<file path="config.mk">
export PLATFORM = sky130hd
export DESIGN_NAME = lcou_top
export DESIGN_NICKNAME = d
export VERILOG_FILES = /design/src/rtl/lcou_pkg.sv /design/src/rtl/lcou_top.sv
export SDC_FILE = /design/constraint.sdc
export NUM_CORES = 1
export LEC_CHECK = 0
export ABC_AREA = 1
export BUFFER_PORTS_ARGS = -buffer_cell sky130_fd_sc_hd__buf_2
export CORE_UTILIZATION = 53
export CTS_CLUSTER_DIAMETER = 60
export DETAILED_ROUTE_END_ITERATION = 8
export PLACE_DENSITY = 0.78
export REMOVE_ABC_BUFFERS = 1
export SLEW_MARGIN = 20
export SYNTH_ARGS = -nofsm -noshare
export SYNTH_HDL_FRONTEND = slang
export SYNTH_SLANG_ARGS = --single-unit
export TNS_END_PERCENT = 30
</file>
<file path="constraint.sdc">
create_clock -name clk_sys_in -period 1.9 [get_ports clk_sys_in]
set_clock_uncertainty 0.15 [all_clocks]
set_input_delay 0.19 -clock clk_sys_in [delete_from_list [all_inputs] [get_ports clk_sys_in]]
set_output_delay 0.19 -clock clk_sys_in [all_outputs]
set_load 0.02 [all_outputs]
</file>
<file path="src/rtl/lcou_pkg.sv">
/*
 * lcou_pkg: constants and types for the light control override unit.
 * Assumes a 10 MHz system clock and a classic 32-bit Wishbone register bus.
 */
package lcou_pkg;
   localparam int CLK_HZ = 10_000_000;
   // register byte offsets
   localparam logic [7:0] REG_CTRL = 8'h00;
   localparam logic [7:0] REG_DISABLE = 8'h04;
   localparam logic [7:0] REG_PRESENCE = 8'h08;
   localparam logic [7:0] REG_OVR_SWITCH = 8'h0C;
   localparam logic [7:0] REG_OVR_DIM = 8'h10;
   localparam logic [7:0] REG_OVR_BRIGHT = 8'h14;
   localparam logic [7:0] REG_OVR_SCENE = 8'h18;
   localparam logic [7:0] REG_MEASURED = 8'h1C;
   localparam logic [7:0] REG_SETPOINT = 8'h20;
   localparam logic [7:0] REG_FEEDBACK = 8'h24;
   localparam logic [7:0] REG_STATUS = 8'h28;
   localparam logic [7:0] REG_LAST_OVR = 8'h2C;
   // control register fields
   localparam int CTRL_END_MODE_LSB = 0;
   localparam int CTRL_ALLOW_OVR_BIT = 2;
   localparam int CTRL_REENABLE_BIT = 3;
   localparam int CTRL_COUPLED_BIT = 4;
   localparam logic [4:0] CTRL_RESET = 5'h00;
   // end-of-disable modes
   localparam logic [1:0] END_NO_TELEGRAM = 2'h0;
   localparam logic [1:0] END_SWITCH_OFF = 2'h1;
   localparam logic [1:0] END_STARTUP = 2'h2;
   // reset values of data registers, and command brightness values
   localparam logic [7:0] MEASURED_RESET = 8'h00;
   localparam logic [7:0] SETPOINT_RESET = 8'h80;
   localparam logic [7:0] FEEDBACK_RESET = 8'h00;
   localparam logic [7:0] BRIGHT_ON = 8'hFF;
   localparam logic [7:0] BRIGHT_OFF = 8'h00;
   // timing
   localparam int STEPDOWN_US = 100;
   localparam int STEPDOWN_CYC = (STEPDOWN_US * (CLK_HZ / 1_000_000) > 0) ?
                                 STEPDOWN_US * (CLK_HZ / 1_000_000) : 1;
   localparam int TX_DELAY_US = 50;
   localparam int TX_DELAY_CYC = (TX_DELAY_US * (CLK_HZ / 1_000_000) > 0) ?
                                 TX_DELAY_US * (CLK_HZ / 1_000_000) : 1;
   localparam int TIMER_W = 12;

   typedef enum logic [2:0] {
      LC_OFF,
      LC_STARTUP,
      LC_MAIN,
      LC_STEPDOWN,
      LC_DISABLED,
      LC_OVERRIDE
   } lcou_state_type;

   typedef struct packed {
      logic [1:0] end_mode;
      logic allow_ovr;
      logic reenable_by_disable;
      logic coupled_fb1;
   } lcou_cfg_type;

   typedef struct packed {
      logic send;
      logic on;
      logic [7:0] value;
   } lcou_cmd_type;
endpackage : lcou_pkg

</file>
<file path="src/rtl/lcou_top.sv">
/*
 * lcou_top: end-of-disable and superimposed (manual) operation state logic
 * of a presence-driven light control, with a classic Wishbone slave.
 * Assumes telegrams are decoded elsewhere and delivered as register writes
 * on the same clock; output telegrams leave as one-cycle command pulses.
 */
// Implementation choices: the register offsets and the Wishbone interface to the registers.
`timescale 1ns/1ns
module lcou_top
   import lcou_pkg::*;
(
   input wire logic clk_sys_in,
   input wire logic rst_n_in,
   input wire logic wb_cyc_in,
   input wire logic wb_stb_in,
   input wire logic wb_we_in,
   input wire logic [7:0] wb_adr_in,
   input wire logic [3:0] wb_sel_in,
   input wire logic [31:0] wb_dat_in,
   output logic [31:0] wb_dat_out,
   output logic wb_ack_out,
   output lcou_cmd_type cmd_out,
   output logic disabled_out,
   output logic override_out
);
   lcou_cfg_type cfg;
   lcou_state_type state;
   logic [7:0] measured;
   logic [7:0] setpoint;
   logic [7:0] feedback;
   logic presence;
   logic synthetic;
   logic ext_disable;
   logic [TIMER_W-1:0] timer;
   logic tx_wait;
   logic [1:0] last_ovr_src;
   logic [7:0] last_ovr_val;

   // a write takes effect at the edge where the master sees ack
   logic wr;
   logic wr_lane0;
   assign wr = wb_cyc_in && wb_stb_in && wb_we_in && wb_ack_out;
   assign wr_lane0 = wr && wb_sel_in[0];

   logic ev_disable;
   logic ev_enable;
   logic ev_presence;
   logic ev_ovr;
   assign ev_disable = wr_lane0 && (wb_adr_in == REG_DISABLE) && wb_dat_in[0];
   assign ev_enable = wr_lane0 && (wb_adr_in == REG_DISABLE) && !wb_dat_in[0];
   assign ev_presence = wr_lane0 && (wb_adr_in == REG_PRESENCE);
   assign ev_ovr = wr_lane0 && cfg.allow_ovr &&
                   ((wb_adr_in == REG_OVR_SWITCH) || (wb_adr_in == REG_OVR_DIM) ||
                    (wb_adr_in == REG_OVR_BRIGHT) || (wb_adr_in == REG_OVR_SCENE));

   logic below_setpoint;
   assign below_setpoint = measured < setpoint;

   // wishbone handshake: one wait cycle, ack drops the cycle after it
   always_ff @(posedge clk_sys_in) begin
      if (!rst_n_in) begin
         wb_ack_out <= 1'b0;
      end else begin
         wb_ack_out <= wb_cyc_in && wb_stb_in && !wb_ack_out;
      end
   end

   always_ff @(posedge clk_sys_in) begin
      if (!rst_n_in) begin
         wb_dat_out <= 32'h0000_0000;
      end else if (wb_cyc_in && wb_stb_in && !wb_ack_out && !wb_we_in) begin
         unique case (wb_adr_in)
            REG_CTRL: wb_dat_out <= {27'h000_0000, cfg};
            REG_MEASURED: wb_dat_out <= {24'h00_0000, measured};
            REG_SETPOINT: wb_dat_out <= {24'h00_0000, setpoint};
            REG_FEEDBACK: wb_dat_out <= {24'h00_0000, feedback};
            REG_STATUS: wb_dat_out <= {22'h00_0000, tx_wait, synthetic, presence,
                                       ext_disable, override_out, disabled_out, 1'b0, state};
            REG_LAST_OVR: wb_dat_out <= {22'h00_0000, last_ovr_src, last_ovr_val};
            // unmapped and write-only offsets read zero
            default: wb_dat_out <= 32'h0000_0000;
         endcase
      end
   end

   // configuration and measurement registers
   always_ff @(posedge clk_sys_in) begin
      if (!rst_n_in) begin
         cfg <= CTRL_RESET;
         measured <= MEASURED_RESET;
         setpoint <= SETPOINT_RESET;
         feedback <= FEEDBACK_RESET;
      end else if (wr_lane0) begin
         if (wb_adr_in == REG_CTRL) begin
            cfg.end_mode <= wb_dat_in[CTRL_END_MODE_LSB +: 2];
            cfg.allow_ovr <= wb_dat_in[CTRL_ALLOW_OVR_BIT];
            cfg.reenable_by_disable <= wb_dat_in[CTRL_REENABLE_BIT];
            cfg.coupled_fb1 <= wb_dat_in[CTRL_COUPLED_BIT];
         end
         if (wb_adr_in == REG_MEASURED) begin
            measured <= wb_dat_in[7:0];
         end
         if (wb_adr_in == REG_SETPOINT) begin
            setpoint <= wb_dat_in[7:0];
         end
         // actuator feedback tracks the true output when absolute values are used
         if (wb_adr_in == REG_FEEDBACK) begin
            feedback <= wb_dat_in[7:0];
         end
      end
   end

   // last override telegram, kept for software diagnostics
   always_ff @(posedge clk_sys_in) begin
      if (!rst_n_in) begin
         last_ovr_src <= 2'h0;
         last_ovr_val <= 8'h00;
      end else if (ev_ovr) begin
         last_ovr_src <= wb_adr_in[3:2] - 2'h3;
         unique case (wb_adr_in)
            REG_OVR_SWITCH: last_ovr_val <= {7'h00, wb_dat_in[0]};
            REG_OVR_DIM: last_ovr_val <= {4'h0, wb_dat_in[3:0]};
            default: last_ovr_val <= wb_dat_in[7:0];
         endcase
      end
   end

   // control state, everything decided in the decode cycle
   always_ff @(posedge clk_sys_in) begin
      if (!rst_n_in) begin
         state <= LC_OFF;
         presence <= 1'b0;
         synthetic <= 1'b0;
         ext_disable <= 1'b0;
         timer <= '0;
         tx_wait <= 1'b0;
         cmd_out <= '0;
         disabled_out <= 1'b0;
         override_out <= 1'b0;
      end else begin
         cmd_out.send <= 1'b0;
         if (ev_presence) begin
            presence <= wb_dat_in[0];
            synthetic <= 1'b0;
         end
         if (ev_disable) begin
            ext_disable <= 1'b1;
            state <= LC_DISABLED;
            disabled_out <= 1'b1;
            override_out <= 1'b0;
            tx_wait <= 1'b0;
         end else if (ev_enable && (state == LC_DISABLED ||
                      (state == LC_OVERRIDE && (cfg.reenable_by_disable ||
                       !cfg.coupled_fb1)))) begin
            // regulation started by the end mode in this same cycle wins over the return to LC_OFF
            ext_disable <= 1'b0;
            disabled_out <= 1'b0;
            override_out <= 1'b0;
            tx_wait <= 1'b0;
            timer <= '0;
            presence <= 1'b0;
            synthetic <= 1'b0;
            state <= LC_OFF;
            unique case (cfg.end_mode)
               END_SWITCH_OFF: begin
                  cmd_out <= '{send: 1'b1, on: 1'b0, value: BRIGHT_OFF};
               end
               END_STARTUP: begin
                  presence <= 1'b1;
                  synthetic <= 1'b1;
                  if (below_setpoint) begin
                     state <= LC_STARTUP;
                  end else begin
                     state <= LC_MAIN;
                  end
               end
               // lighting left as it stands
               default: state <= LC_OFF;
            endcase
            // in switch-off mode a presence already standing restarts regulation
            if (cfg.end_mode == END_SWITCH_OFF && presence) begin
               presence <= 1'b1;
               state <= below_setpoint ? LC_STARTUP : LC_MAIN;
            end
         end else if (ev_ovr && state != LC_DISABLED) begin
            state <= LC_OVERRIDE;
            disabled_out <= 1'b1;
            override_out <= 1'b1;
            tx_wait <= 1'b0;
            if (cfg.coupled_fb1) begin
               presence <= 1'b1;
            end
         end else begin
            unique case (state)
               LC_OFF: begin
                  if (ev_presence && wb_dat_in[0]) begin
                     state <= below_setpoint ? LC_STARTUP : LC_MAIN;
                  end
               end
               LC_STARTUP: begin
                  cmd_out <= '{send: 1'b1, on: 1'b1, value: BRIGHT_ON};
                  state <= LC_MAIN;
               end
               LC_MAIN: begin
                  if (ev_presence && !wb_dat_in[0]) begin
                     state <= LC_STEPDOWN;
                     timer <= TIMER_W'(STEPDOWN_CYC - 1);
                  end
               end
               LC_STEPDOWN: begin
                  if (timer == '0) begin
                     cmd_out <= '{send: 1'b1, on: 1'b0, value: BRIGHT_OFF};
                     state <= LC_OFF;
                  end else begin
                     timer <= timer - TIMER_W'(1);
                  end
               end
               LC_OVERRIDE: begin
                  if (!cfg.reenable_by_disable) begin
                     if (cfg.coupled_fb1) begin
                        // presence end still has to wait out the send delay
                        if (ev_presence && !wb_dat_in[0]) begin
                           tx_wait <= 1'b1;
                           timer <= TIMER_W'(TX_DELAY_CYC - 1);
                        end else if (ev_presence && wb_dat_in[0]) begin
                           tx_wait <= 1'b0;
                        end else if (tx_wait && timer == '0) begin
                           tx_wait <= 1'b0;
                           override_out <= 1'b0;
                           disabled_out <= 1'b0;
                           state <= LC_STEPDOWN;
                           timer <= TIMER_W'(STEPDOWN_CYC - 1);
                        end else if (tx_wait) begin
                           timer <= timer - TIMER_W'(1);
                        end
                     end else if (ev_presence && !wb_dat_in[0]) begin
                        override_out <= 1'b0;
                        disabled_out <= 1'b0;
                        state <= LC_STEPDOWN;
                        timer <= TIMER_W'(STEPDOWN_CYC - 1);
                     end
                  end
               end
               LC_DISABLED: begin
                  state <= LC_DISABLED;
               end
            endcase
         end
      end
   end
endmodule : lcou_top

</file>
# --- Word level (Yosys, flattened, before mapping) ---
# Index checks and enable logic that the tools add are counted.
op_classes:
  add_sub_neg: 2
  order_cmp: 1
  eq_ne: 44
  muxes: 57
  n_bitwise: 3
  reduce_logical: 55
op_table:
  columns: ["op", "count"]
  rows:
  - ["two-way mux 12 bit", 10]
  - ["case mux 10 bit (6 select lines)", 1]
  - ["two-way mux 10 bit", 4]
  - ["two-way mux 3 bit", 12]
  - ["case mux 12 bit (3 select lines)", 1]
  - ["!= test 5 bit, second input constant", 7]
  - ["== test 8 x 5 -> 1 bit, second input constant", 4]
  - ["== test 8 x 6 -> 1 bit, second input constant", 4]
  - ["two-way mux 1 bit", 24]
  - ["AND reduction 6 bit", 4]
  - ["case mux 10 bit (2 select lines)", 1]
  - ["logical AND 1 bit", 19]
  - ["case mux 3 bit (6 select lines)", 1]
  - ["== test 8 x 4 -> 1 bit, second input constant", 2]
  - ["case mux 8 bit (2 select lines)", 1]
  - ["!= test 3 bit, second input constant", 5]
  - ["logical NOT 12 bit", 1]
  - ["!= test 6 x 3 -> 1 bit, second input constant", 2]
  - ["!= test 6 bit, second input constant", 2]
  - ["nonzero test 3 bit", 4]
  - ["subtractor 12 x 1 -> 12 bit, second input constant", 1]
  - ["nonzero test 5 bit", 2]
  - ["== test 8 x 3 -> 1 bit, second input constant", 1]
  - ["logical NOT 8 bit", 1]
  - ["29 further kinds", 48]
totals:
  regBits: 103
  in_bits: 49
  output_inout_bits: 45
  wordCells: 185

# --- Depth between registers and ports, before layout ---
# Gate-level depths: netlist of the first run.
depth:
  ltp_word: 14
  depth_mapped: 14
  mapped_depth_nobuf: 14

# --- Least setup slack after synthesis of the first run ---
# OpenSTA, ideal clock, no wires.
synth_path:
  path_kind: "register -> register"
  start: "register wb_ack_out"
  end: "register timer[5]"
  setup_time_ns: 0.120
  t_arrival_ns: 1.585
  required_time_ns: 1.630
  slack_ns: 0.045
  stages_incl_launch_ff: 11
  path_buffers: 1
  synth_period_minus_slack_ns: 1.855
  cell_sequence: "dfxtp_1 -> nand3_2 -> nor2_8 -> nand2_4 -> nor2_4 -> nand2_1 -> nand2_2 -> nor2_1 -> buf_4 -> o21ai_1 -> a21oi_1"
synth_between:
  elab_chain_len: 10
  word_cells_on_any_way: 27
  classes_between: "eq/ne (5); mux (7); bitwise (1); reduce/logical (14)"
synth_rtl:
  columns: ["element", "line_no", "source"]
  rows:
  - ["start, declared", "lcou_top.sv:21", "output logic wb_ack_out,"]
  - ["start signal, assigned", "lcou_top.sv:64", "wb_ack_out <= wb_cyc_in && wb_stb_in && !wb_ack_out;"]
  - ["logical AND 1 bit *", "lcou_top.sv:42", "assign wr = wb_cyc_in && wb_stb_in && wb_we_in && wb_ack_out;"]
  - ["logical AND 1 bit *", "lcou_top.sv:43", "assign wr_lane0 = wr && wb_sel_in[0];"]
  - ["logical AND 1 bit", "lcou_top.sv:51", "assign ev_presence = wr_lane0 && (wb_adr_in == REG_PRESENCE);"]
  - ["logical AND 1 bit", "lcou_top.sv:205, lcou_top.sv:222, lcou_top.sv:236", null]
  - ["two-way mux 12 bit (on tied branches)", null, null]
  - ["two-way mux 12 bit", "lcou_top.sv:220", "if (cfg.coupled_fb1) begin"]
  - ["two-way mux 12 bit", "lcou_top.sv:219", "if (!cfg.reenable_by_disable) begin"]
  - ["case mux 12 bit (3 select lines)", "lcou_top.sv:194", "unique case (state)"]
  - ["two-way mux 12 bit", "lcou_top.sv:185", "end else if (ev_ovr && state != LC_DISABLED) begin"]
  - ["two-way mux 12 bit", "lcou_top.sv:152", "end else if (ev_enable && (state == LC_DISABLED ||"]
  - ["end signal, assigned", "lcou_top.sv:207", "timer <= TIMER_W'(STEPDOWN_CYC - 1);"]
  - ["end signal, assigned", "lcou_top.sv:215", "timer <= timer - TIMER_W'(1);"]
  - ["end signal, assigned", "lcou_top.sv:224", "timer <= TIMER_W'(TX_DELAY_CYC - 1);"]
  - ["end, declared", "lcou_top.sv:34", "logic [TIMER_W-1:0] timer;"]
# Mark *: on every way between the ends. The rest lies on a longest branch, timed or not. The select of a mux whose other input is x is not followed.
# A chain may end at the register's enable or synchronous reset.

# --- Worst setup path after layout of the first run ---
layout_path:
  start: "register state[0]"
  end: "register timer[9]"
layout_between:
  elab_chain_len: 6
  word_cells_on_any_way: 19
  classes_between: "eq/ne (10); mux (3); reduce/logical (6)"
layout_rtl:
  columns: ["element", "line_no", "source"]
  rows:
  - ["start, declared", "lcou_top.sv:27", "lcou_state_type state;"]
  - ["start signal, assigned", "lcou_top.sv:183", "state <= below_setpoint ? LC_STARTUP : LC_MAIN;"]
  - ["start signal, assigned", "lcou_top.sv:197", "state <= below_setpoint ? LC_STARTUP : LC_MAIN;"]
  - ["== test 3 bit", "lcou_top.sv:153, lcou_top.sv:194", null]
  - ["logical AND 1 bit", "lcou_top.sv:153", "(state == LC_OVERRIDE && (cfg.reenable_by_disable ||"]
  - ["logical OR 1 bit", "lcou_top.sv:152", null]
  - ["logical AND 1 bit", "lcou_top.sv:152", null]
  - ["!= test 6 x 3 -> 1 bit (no line), or another cell as far along", null, null]
  - ["AND reduction 7 bit (no line)", null, null]
# Several ways; a longest one is shown, not always the timed one. The select of a mux whose other input is x is not followed.

==> results of run 1 <==
-- what timing repair did --
| item | 4_1_cts | 5_1_grt |
|---|---|---|
| setup endpoints to repair | 14 | 23 |
| resized for setup | 16 | 64 |
| hold buffers | 5 | 0 |
| pin swaps | 4 | 28 |
| buffers inserted | 0 | 5 |
| hold endpoints to repair | 9 | 0 |
-- critical path: stages, from the launching register on --
cell	delay, ns
dfxtp_2	0.36
buf_4	0.14
inv_1	0.12
nand3_2	0.14
nand2_2	0.14
nand3_1	0.21
nand2_4	0.21
nand2_4	0.12
o21ai_1	0.16
nor2_1	0.05
-- per-stage QoR --
| stage | TNS (ns) | std cells |
|---|---|---|
| 4_1_cts | 0 | 915 |
| 5_1_grt | -0.4459 | 920 |
| 6_report | 0 | 920 |
| 3_5_place_dp | -3.624 | 894 |
| 3_3_place_gp | -2.310 | 894 |
| 2_1_floorplan | -0.7041 | 643 |
-- Yosys cell counts, types with 2 or more instances --
cell type | count | area share (%)
nand3_1 | 38 | 4.2
a21oi_1 | 62 | 6.8
nor3_1 | 17 | 1.9
inv_1 | 69 | 5.7
o21ai_1 | 5 | 0.55
buf_4 | 32 | 5.3
nand3_4 | 2 | 0.77
ha_1 | 13 | 3.6
clkbuf_1 | 9 | 0.75
nor2_2 | 4 | 0.55
nand2_1 | 125 | 10
o21ai_0 | 62 | 6.8
o22ai_1 | 7 | 0.97
inv_2 | 9 | 0.75
xor2_1 | 5 | 0.97
nand2_2 | 8 | 1.1
nor2_4 | 4 | 0.99
nor2_8 | 2 | 0.88
nor2_1 | 62 | 5.1
nand4_1 | 15 | 2.1
dfxtp_1 | 73 | 32
nand3_2 | 6 | 1.3
nand3b_1 | 2 | 0.33
o211ai_1 | 5 | 0.83
a211oi_1 | 8 | 1.3
clkinv_1 | 3 | 0.25
buf_2 | 2 | 0.22
a221oi_1 | 2 | 0.39
-- final cells by class --
class                   count  share of cell area [%]
multi-input cells         488                   46.20
clock buffers              11                   2.355
inverters                  82                   5.293
well taps                 105                   2.188
flip-flops and latches     73                   24.53
clock inverters             5                   1.042
repair buffers            156                   18.40
-- per-layer routing --
layer | vias up | global-route usage (%) | part of all wire [%]
met3 | 58 | 6.763 | 8.3
met2 | 304 | 54.53 | 47
li1 | 2453 | - | -
met5 | - | 0 | 0
met4 | 0 | 13.38 | 3.6
met1 | 2374 | 43.85 | 42
-- report_power, final --
group	switching, µW	internal (µW)	total, µW
logic	1170	795	1970
registers	70.6	1610	1680
clock network	653	651	1300
total	1900	3050	4950
-- registers in the layout (all words and copies together) (netlist names), 2 cells and up --
name / count
setpoint: 8
last_ovr_val: 8
feedback: 8
measured: 8
cmd_out: 2
last_ovr_src: 2
timer: 12
state: 3
cfg: 5
wb_dat_out: 10
-- kinds of logic after synthesis --
family,count (synthesis)
AND/OR/NAND/NOR,291
AO/OA/AOI/OAI,156
buffers and inverters,125
flip-flops,73
adder cells (fa/ha/maj),13
XOR/XNOR,6
other,1
-- worst paths after layout --
| path | startpoint | depth (start not counted) | to |
|---|---|---|---|
| max | state[0] | 9 | timer[9] |
| min reg2reg | last_ovr_val[0] | 2 | last_ovr_val[0] |
| max reg2reg | state[0] | 9 | timer[9] |
| min | wb_dat_in[2] | 3 | feedback[2] |
==> metrics, run 1 <==
routed len/inst=16.16 µm; starting DRC count in detailed routing=491; H-tree Lvls=3; drt pass-1 iters=5; sequential cell area=1473 µm²; FP Rows=33; Final Cycle Share=99.57%; Hold WC Path Type=in2reg; CTS tree=yes; area of the die=8925 µm²; Synth Cell Area=4532 µm²; GRT Util Overall=33.68%; FFs w/ async S/R, synth=0%; Post-Route WL=14860 µm; detailed placement HPWL=10840 µm; first-pass GRT wire length=23020 µm; most frequent cells in the layout=nand2_1 (114), buf_4 (101), inv_1 (64), dfxtp_1 (64), a21oi_1 (56); mux cell area share after synthesis=0%; clock sinks=73; hold_ws=0.008108 ns; max-slew violations=0; gpl congestion=1.001; number of global-route vias before repair=4743; achievable frequency=528.6 MHz; count of flip-flops with a built-in enable after synthesis=0; core area=8258 µm²; Max-cap violations=0; Hold Vio Cnt, Final=0; sequential cell area fraction in the yosys report=32.25%; largest net degree at the start of global routing=27; PwrDens=824.5 nW/µm²; Post-Synth XOR/XNOR Area=1.160%; die width=94.47 µm; setup violators final=0; Yosys warning total=0; area growth from synthesis to layout=32.50%; root buf cell=clkbuf_8; Synth Area in Adders=3.589%; Static Leak=0.002789 µW; main combinational cell family by area after synthesis=simple AND/OR/NAND/NOR gates; crit-path max FO=8; share of layout cells above drive strength 1=31.66%; antenna viol nets, final=0; Port Buffer Count=44; initial antenna violation count=0; maximum VDD drop=0.5803 mV; Antenna Diode Count=0; clock buffer depth=2; min Tclk post-route=1.892 ns; leading cell type in the layout, fill and taps excluded=nand2_1; crit path DAT=1.99 ns; run status=finished clean; r2r setup slk=0.008 ns; post-route cell area=6005 µm²; worst path required time=2.00 ns; Starting Density=54.88%; post-synthesis cell type count=42; Ports=94; Yosys reg bits=73; clk slew on worst S/H paths=0.09 ns; Synth Flop Type=dfxtp_1; Util after Layout=72.71%; final setup margin=0.008140 ns; Synth Area in Compound Gates=18.64%; routed via count=5189; chip height=94.47 µm; Syn Area/Cell=6.815 µm²; grt ovf=0; kind of critical path=reg2reg; CP Launch Type=flip-flop; fillers=674; overall power=4951 µW; DRC=0; pre-CTS WS=-0.2722 ns; Post-Synthesis Cells=665; multi-input logic area=2774 µm²; drt via density=5.640; CTS Buf Count=9; Crit. End Element=flip-flop; worst-skew pair later-pin latency=0.36 ns; Cell Area, Placed=5456 µm²; fin nets=872; simple-gate portion of the synthesized area=31.17%; unrepaired setup endpoints after global routing=yes
No activity file was read; power rests on OpenSTA's default activity.
==> run 2, diff against run 1 <==
Settings changed: GPL_TIMING_DRIVEN set to 0.
==> metrics, run 2 (synthesis results as in run 1) <==
crit-path leading delay family=simple AND/OR/NAND/NOR gates; core area=8258 µm²; Largest register FFs=12; setup violators final=7; Worst slew margin=56.10%; GRT Util Overall=29.60%; final setup margin=-0.05263 ns; Clk network pwr share=25.8%; Port Buffer Count=44; post-route cell area=5619 µm²; drt pass-1 iters=5; switching share of total power=40.98%; Hold WC Path Type=in2reg; DRC=0; initial antenna violation count=0; gpl congestion=0.9651; Hold Vio Cnt, Final=0; achievable frequency=512.1 MHz; Crit. End Element=flip-flop; Post-Route Setup TNS=-0.1565 ns; slowest stage cell on the critical path=dfxtp_4; most frequent cells in the layout=nand2_1 (115), dfxtp_1 (64), inv_1 (63), a21oi_1 (59), o21ai_0 (56); slowest cell delay on critical path=0.40 ns; clk slew on worst S/H paths=0.09 ns; crit-path max FO=9; Max-cap violations=0; Cell Chain, Critical Path=inv_1 -> nand2_1 -> nor2_4 -> nand3_2 -> nand2_1 -> inv_1 -> nand3_4 -> nand2_2 -> nand2_8 -> nand2_1 -> a21oi_1; Int Pwr=2803 µW; die width=94.47 µm; FP Rows=33; cell mode on critical path=nand2_1; failing checks=negative setup slack; clock buffer depth=2; CTS tree=yes; worst-skew pair later-pin latency=0.36 ns; routed via count=4870; share of layout cells above drive strength 1=26.33%; root buf cell=clkbuf_8; first-pass GRT wire length=20490 µm; starting DRC count in detailed routing=375; Logic pwr share=37.7%; clock sinks=73; H-tree Lvls=3; Post-Route WL=13560 µm; Static Leak=0.002501 µW; Top Registers=timer (12), wb_dat_out (10); chip height=94.47 µm; CP Launch Type=flip-flop; antenna viol nets, final=0; grt ovf=0; largest net degree at the start of global routing=40; maximum VDD drop=0.4712 mV; worst path required time=2.02 ns; number of global-route vias before repair=4248; Top reg by flops=timer; area growth from synthesis to layout=23.99%; drt via density=5.683; Ports=94; kind of critical path=reg2reg; Final Cycle Share=102.8%; sequential fraction of design power=36.5%; CP Buf/Inv Count=2; crit path DAT=2.07 ns; Psw=1946 µW; Cell Area, Placed=4691 µm²; routed len/inst=15.82 µm; PwrDens=845.2 nW/µm²; detailed placement HPWL=9161 µm; worst slew pin tran=0.6585 ns; pre-CTS WS=-0.4971 ns; unrepaired setup endpoints after global routing=yes; r2r setup slk=-0.05 ns; CTS Buf Count=9; run status=finished, violations left; leading cell type in the layout, fill and taps excluded=nand2_1; Starting Density=54.88%; max-slew violations=0; area of the die=8925 µm²; fin nets=809; Antenna Diode Count=0; min Tclk post-route=1.953 ns
## run 2: cell count changes in the layout (fill, tap and decap cells not counted), sizes merged
cell         previous run  this run
bufinv                  1         0
inv                    80        83
buf                   151        85
dlygate4sd3             5         7
nand3                  46        47
clkbuf                 11         9
## run 2: repair_timing
item | in CTS | in global routing
setup endpoints to repair | 48 | 34
resized for setup | 37 | 56
pin swaps | 8 | 19
hold endpoints to repair | 10 | 1
hold buffers | 6 | 1
cloned | 0 | 1
buffers inserted | 10 | 30
## run 2: power groups by stage
stage | Sequential, µW | Clock, µW | Combinational [µW]
6_report | 1730 | 1220 | 1790
3_3_place_gp | 1730 | 0 | 1330
4_1_cts | 1700 | 1230 | 1520
3_5_place_dp | 1730 | 0 | 1350
5_1_grt | 1740 | 1300 | 1960
2_1_floorplan | 1790 | 0 | 935
## run 2: path summary, 6_finish.rpt
kind | start | endpoint | depth (start not counted)
max | state[2] | timer[3] | 11
min | wb_we_in | wb_dat_out[9] | 4
max reg2reg | state[2] | timer[3] | 11
min reg2reg | last_ovr_src[0] | last_ovr_src[0] | 2
## run 2: area by class of cell
type                    instances  area [µm²]
clock inverters                 7       70.07
clock buffers                   9       123.9
well taps                     105       131.4
flip-flops and latches         73        1478
multi-input cells             489        2863
repair buffers                 92       623.1
fillers                       706        2639
inverters                      82       330.3
## run 2: worst reg2reg max path, cell delays in order, from the launching register on
cell and delay (ns):
dfxtp_4 0.40, inv_1 0.12, nand2_1 0.11, nor2_4 0.20, nand3_2 0.15, nand2_1 0.10
inv_1 0.07, nand3_4 0.11, nand2_2 0.13, nand2_8 0.12, nand2_1 0.06, a21oi_1 0.16
## run 2: metal layers
metal	part of all wire (%)	vias to the layer above	global-route usage [%]
li1	-	2336	-
met1	42	2261	39.30
met2	46	236	47.52
met3	8.3	37	6.361
met4	2.8	0	9.975
met5	0	-	0
## run 2: per-stage QoR
| stage | power, µW | instances | hold slack (ns) | utilization (%) |
|---|---|---|---|---|
| 3_5_place_dp | 3082 | 793 | 0.2955 | 56.80 |
| 6_report | 4749 | 857 | 0.03251 | 68.05 |
| 4_1_cts | 4451 | 825 | 0.008829 | 62.50 |
| 3_3_place_gp | 3059 | 792 | 0.2912 | 56.65 |
| 2_1_floorplan | 2726 | 643 | 0.1386 | - |
| 5_1_grt | 5004 | 857 | 0.04859 | 68.05 |
==> run 3, diff against run 2 <==
Settings changed: CELL_PAD_IN_SITES_DETAIL_PLACEMENT set to 0, CELL_PAD_IN_SITES_GLOBAL_PLACEMENT set to 2, CORE_UTILIZATION 53 to 30, PLACE_DENSITY 0.78 to not set, PLACE_DENSITY_LB_ADDON set to 0.1.
==> metrics, run 3 (synthesis results as in run 1) <==
worst reg2reg endpoint=state[1]; Static Leak=0.002561 µW; sequential cell area=1491 µm²; clk slew on worst S/H paths=0.06 ns; Logic pwr share=32.1%; crit-path max FO=5; Placed Cells incl. Taps=872; Hold Path End=feedback[2]; first-pass GRT wire length=23050 µm; hold_ws=0.01149 ns; Antenna Diode Count=0; drt pass-1 iters=7; Top Registers=timer (12), wb_dat_out (10); area of the die=15600 µm²; leading cell type in the layout, fill and taps excluded=nand2_1; drt via density=4.924; setup violators final=0; achievable frequency=536.1 MHz; CP Launch Type=flip-flop; Post-Route WL=15260 µm; area growth from synthesis to layout=29.49%; met3 wire length=675 µm; crit path DAT=2.00 ns; routed len/inst=16.39 µm; initial antenna violation count=0; Int Pwr=3641 µW; clock buffer depth=2; starting DRC count in detailed routing=261; Psw=1956 µW; switching share of total power=34.95%; met2 wire length=6785 µm; unrepaired setup endpoints after global routing=yes; Post-Route Setup TNS=0 ns; fin nets=804; chip height=124.9 µm; detailed placement HPWL=10950 µm; antenna viol nets, final=0; maximum VDD drop=0.4014 mV; Clk network pwr share=36.8%; hold_sp=wb_dat_in[2]; Ports=94; largest net degree at the start of global routing=40; share of layout cells above drive strength 1=27.58%; Top reg by flops=timer; PwrDens=953.8 nW/µm²; worst path required time=2.04 ns; worst-skew pair later-pin latency=0.35 ns; failing checks=design-rule violations; kind of critical path=reg2reg; multi-input logic area=2870 µm²; Max-cap violations=0; Max Used Layer=met4; Hold Vio Cnt, Final=0; CTS tree=yes; fillers=1560; CTS Buf Count=9; Worst slew margin=49.99%; DRC=9; Starting Density=30.95%; R2R Path Start=wb_ack_out; GRT Util Overall=19.42%; Crit. End Element=flip-flop; FP Rows=44; max-slew violations=0; Final Cycle Share=98.17%; clock sinks=73; M1 WL=7512 µm; H-tree Lvls=3; Reg2Reg Depth=12; root buf cell=clkbuf_16; Largest register FFs=12; min Tclk post-route=1.865 ns; r2r setup slk=0.03 ns; hold path cells=3; die width=124.9 µm; number of global-route vias before repair=4219; routed via count=4584; most frequent cells in the layout=nand2_1 (110), inv_1 (61), dfxtp_1 (61), a21oi_1 (60), o21ai_0 (55); core area=14640 µm²; gpl congestion=0.8480; Hold WC Path Type=in2reg; run status=finished, violations left; fin cells=931; Port Buffer Count=44; grt ovf=0; worst slew pin tran=0.7501 ns; sequential fraction of design power=31.1%
==> run 3: cell count changes in the layout (fill, tap and decap cells not counted), moves of 4 or more <==
cell,previous run,this run
clkbuf_16,0,9
clkbuf_8,9,1
nand2_1,115,110
dfxtp_4,2,6
inv_6,5,1
nand2_2,12,16
==> run 3: cell type report <==
type | count | share of cell area [%]
Timing Repair Buffer | 88 | 9.957
Clock inverter | 6 | 1.962
Multi-Input combinational cell | 488 | 48.91
Clock buffer | 10 | 4.072
Tap cell | 184 | 3.923
Inverter | 82 | 5.757
Sequential cell | 73 | 25.42
==> run 3: routing by layer <==
metal  vias up  global-route usage (%)
met2       110                   30.44
met5         -                       0
li1       2326                       -
met4         0                   6.600
met1      2135                   26.05
met3        13                   4.725
==> run 3: repair_timing <==
item                                    CTS  global route
endpoints found under the setup margin   59            43
pin swaps                                11            24
setup buffers                            16            23
hold buffers                              4             0
endpoints found under the hold margin     7             0
resized for setup                        57            58
==> run 3: stage by stage <==
stage | setup WS [ns] | area (µm²) | utilization, % | total power (µW)
2_1_floorplan | -0.07985 | 4327 | - | 2726
3_3_place_gp | -1.254 | 4777 | 32.62 | 3127
3_5_place_dp | -0.6836 | 4790 | 32.71 | 3121
4_1_cts | 0.0005584 | 5504 | 37.59 | 5435
5_1_grt | -0.09105 | 5868 | 40.07 | 5893
6_report | 0.03478 | 5868 | 40.07 | 5597
==> run 3: worst max-delay path by stage <==
stage                    endpoint  slack (ns)  cells past startpoint    startpoint
floorplan                timer[1]       -0.08                      8    wb_ack_out
global placement    wb_dat_out[1]       -1.25                      6     wb_cyc_in
detailed placement       timer[1]       -0.68                     12  wb_adr_in[3]
CTS                      timer[1]      0.0006                     10    wb_ack_out
global route             state[1]       -0.09                     11      timer[0]
finish                   state[1]        0.03                     12    wb_ack_out
==> run 3: critical path, cell delays in order (launching register included) <==
cell     delay, ns
dfxtp_4       0.37
nand3_4       0.09
nor2_8        0.20
nand2_4       0.09
nor2_4        0.15
nand3_4       0.14
inv_4         0.11
nand2_4       0.07
o21ai_4       0.20
nand2_1       0.07
nand2_1       0.06
nor2_1        0.03
nor2_1        0.07
==> run 3: power by group through the flow <==
stage / combinational [µW] / sequential [µW] / clock, µW
floorplan: 935 / 1790 / 0
global placement: 1390 / 1740 / 0
detailed placement: 1390 / 1730 / 0
CTS: 1600 / 1720 / 2110
global route: 1970 / 1750 / 2170
finish: 1800 / 1740 / 2060
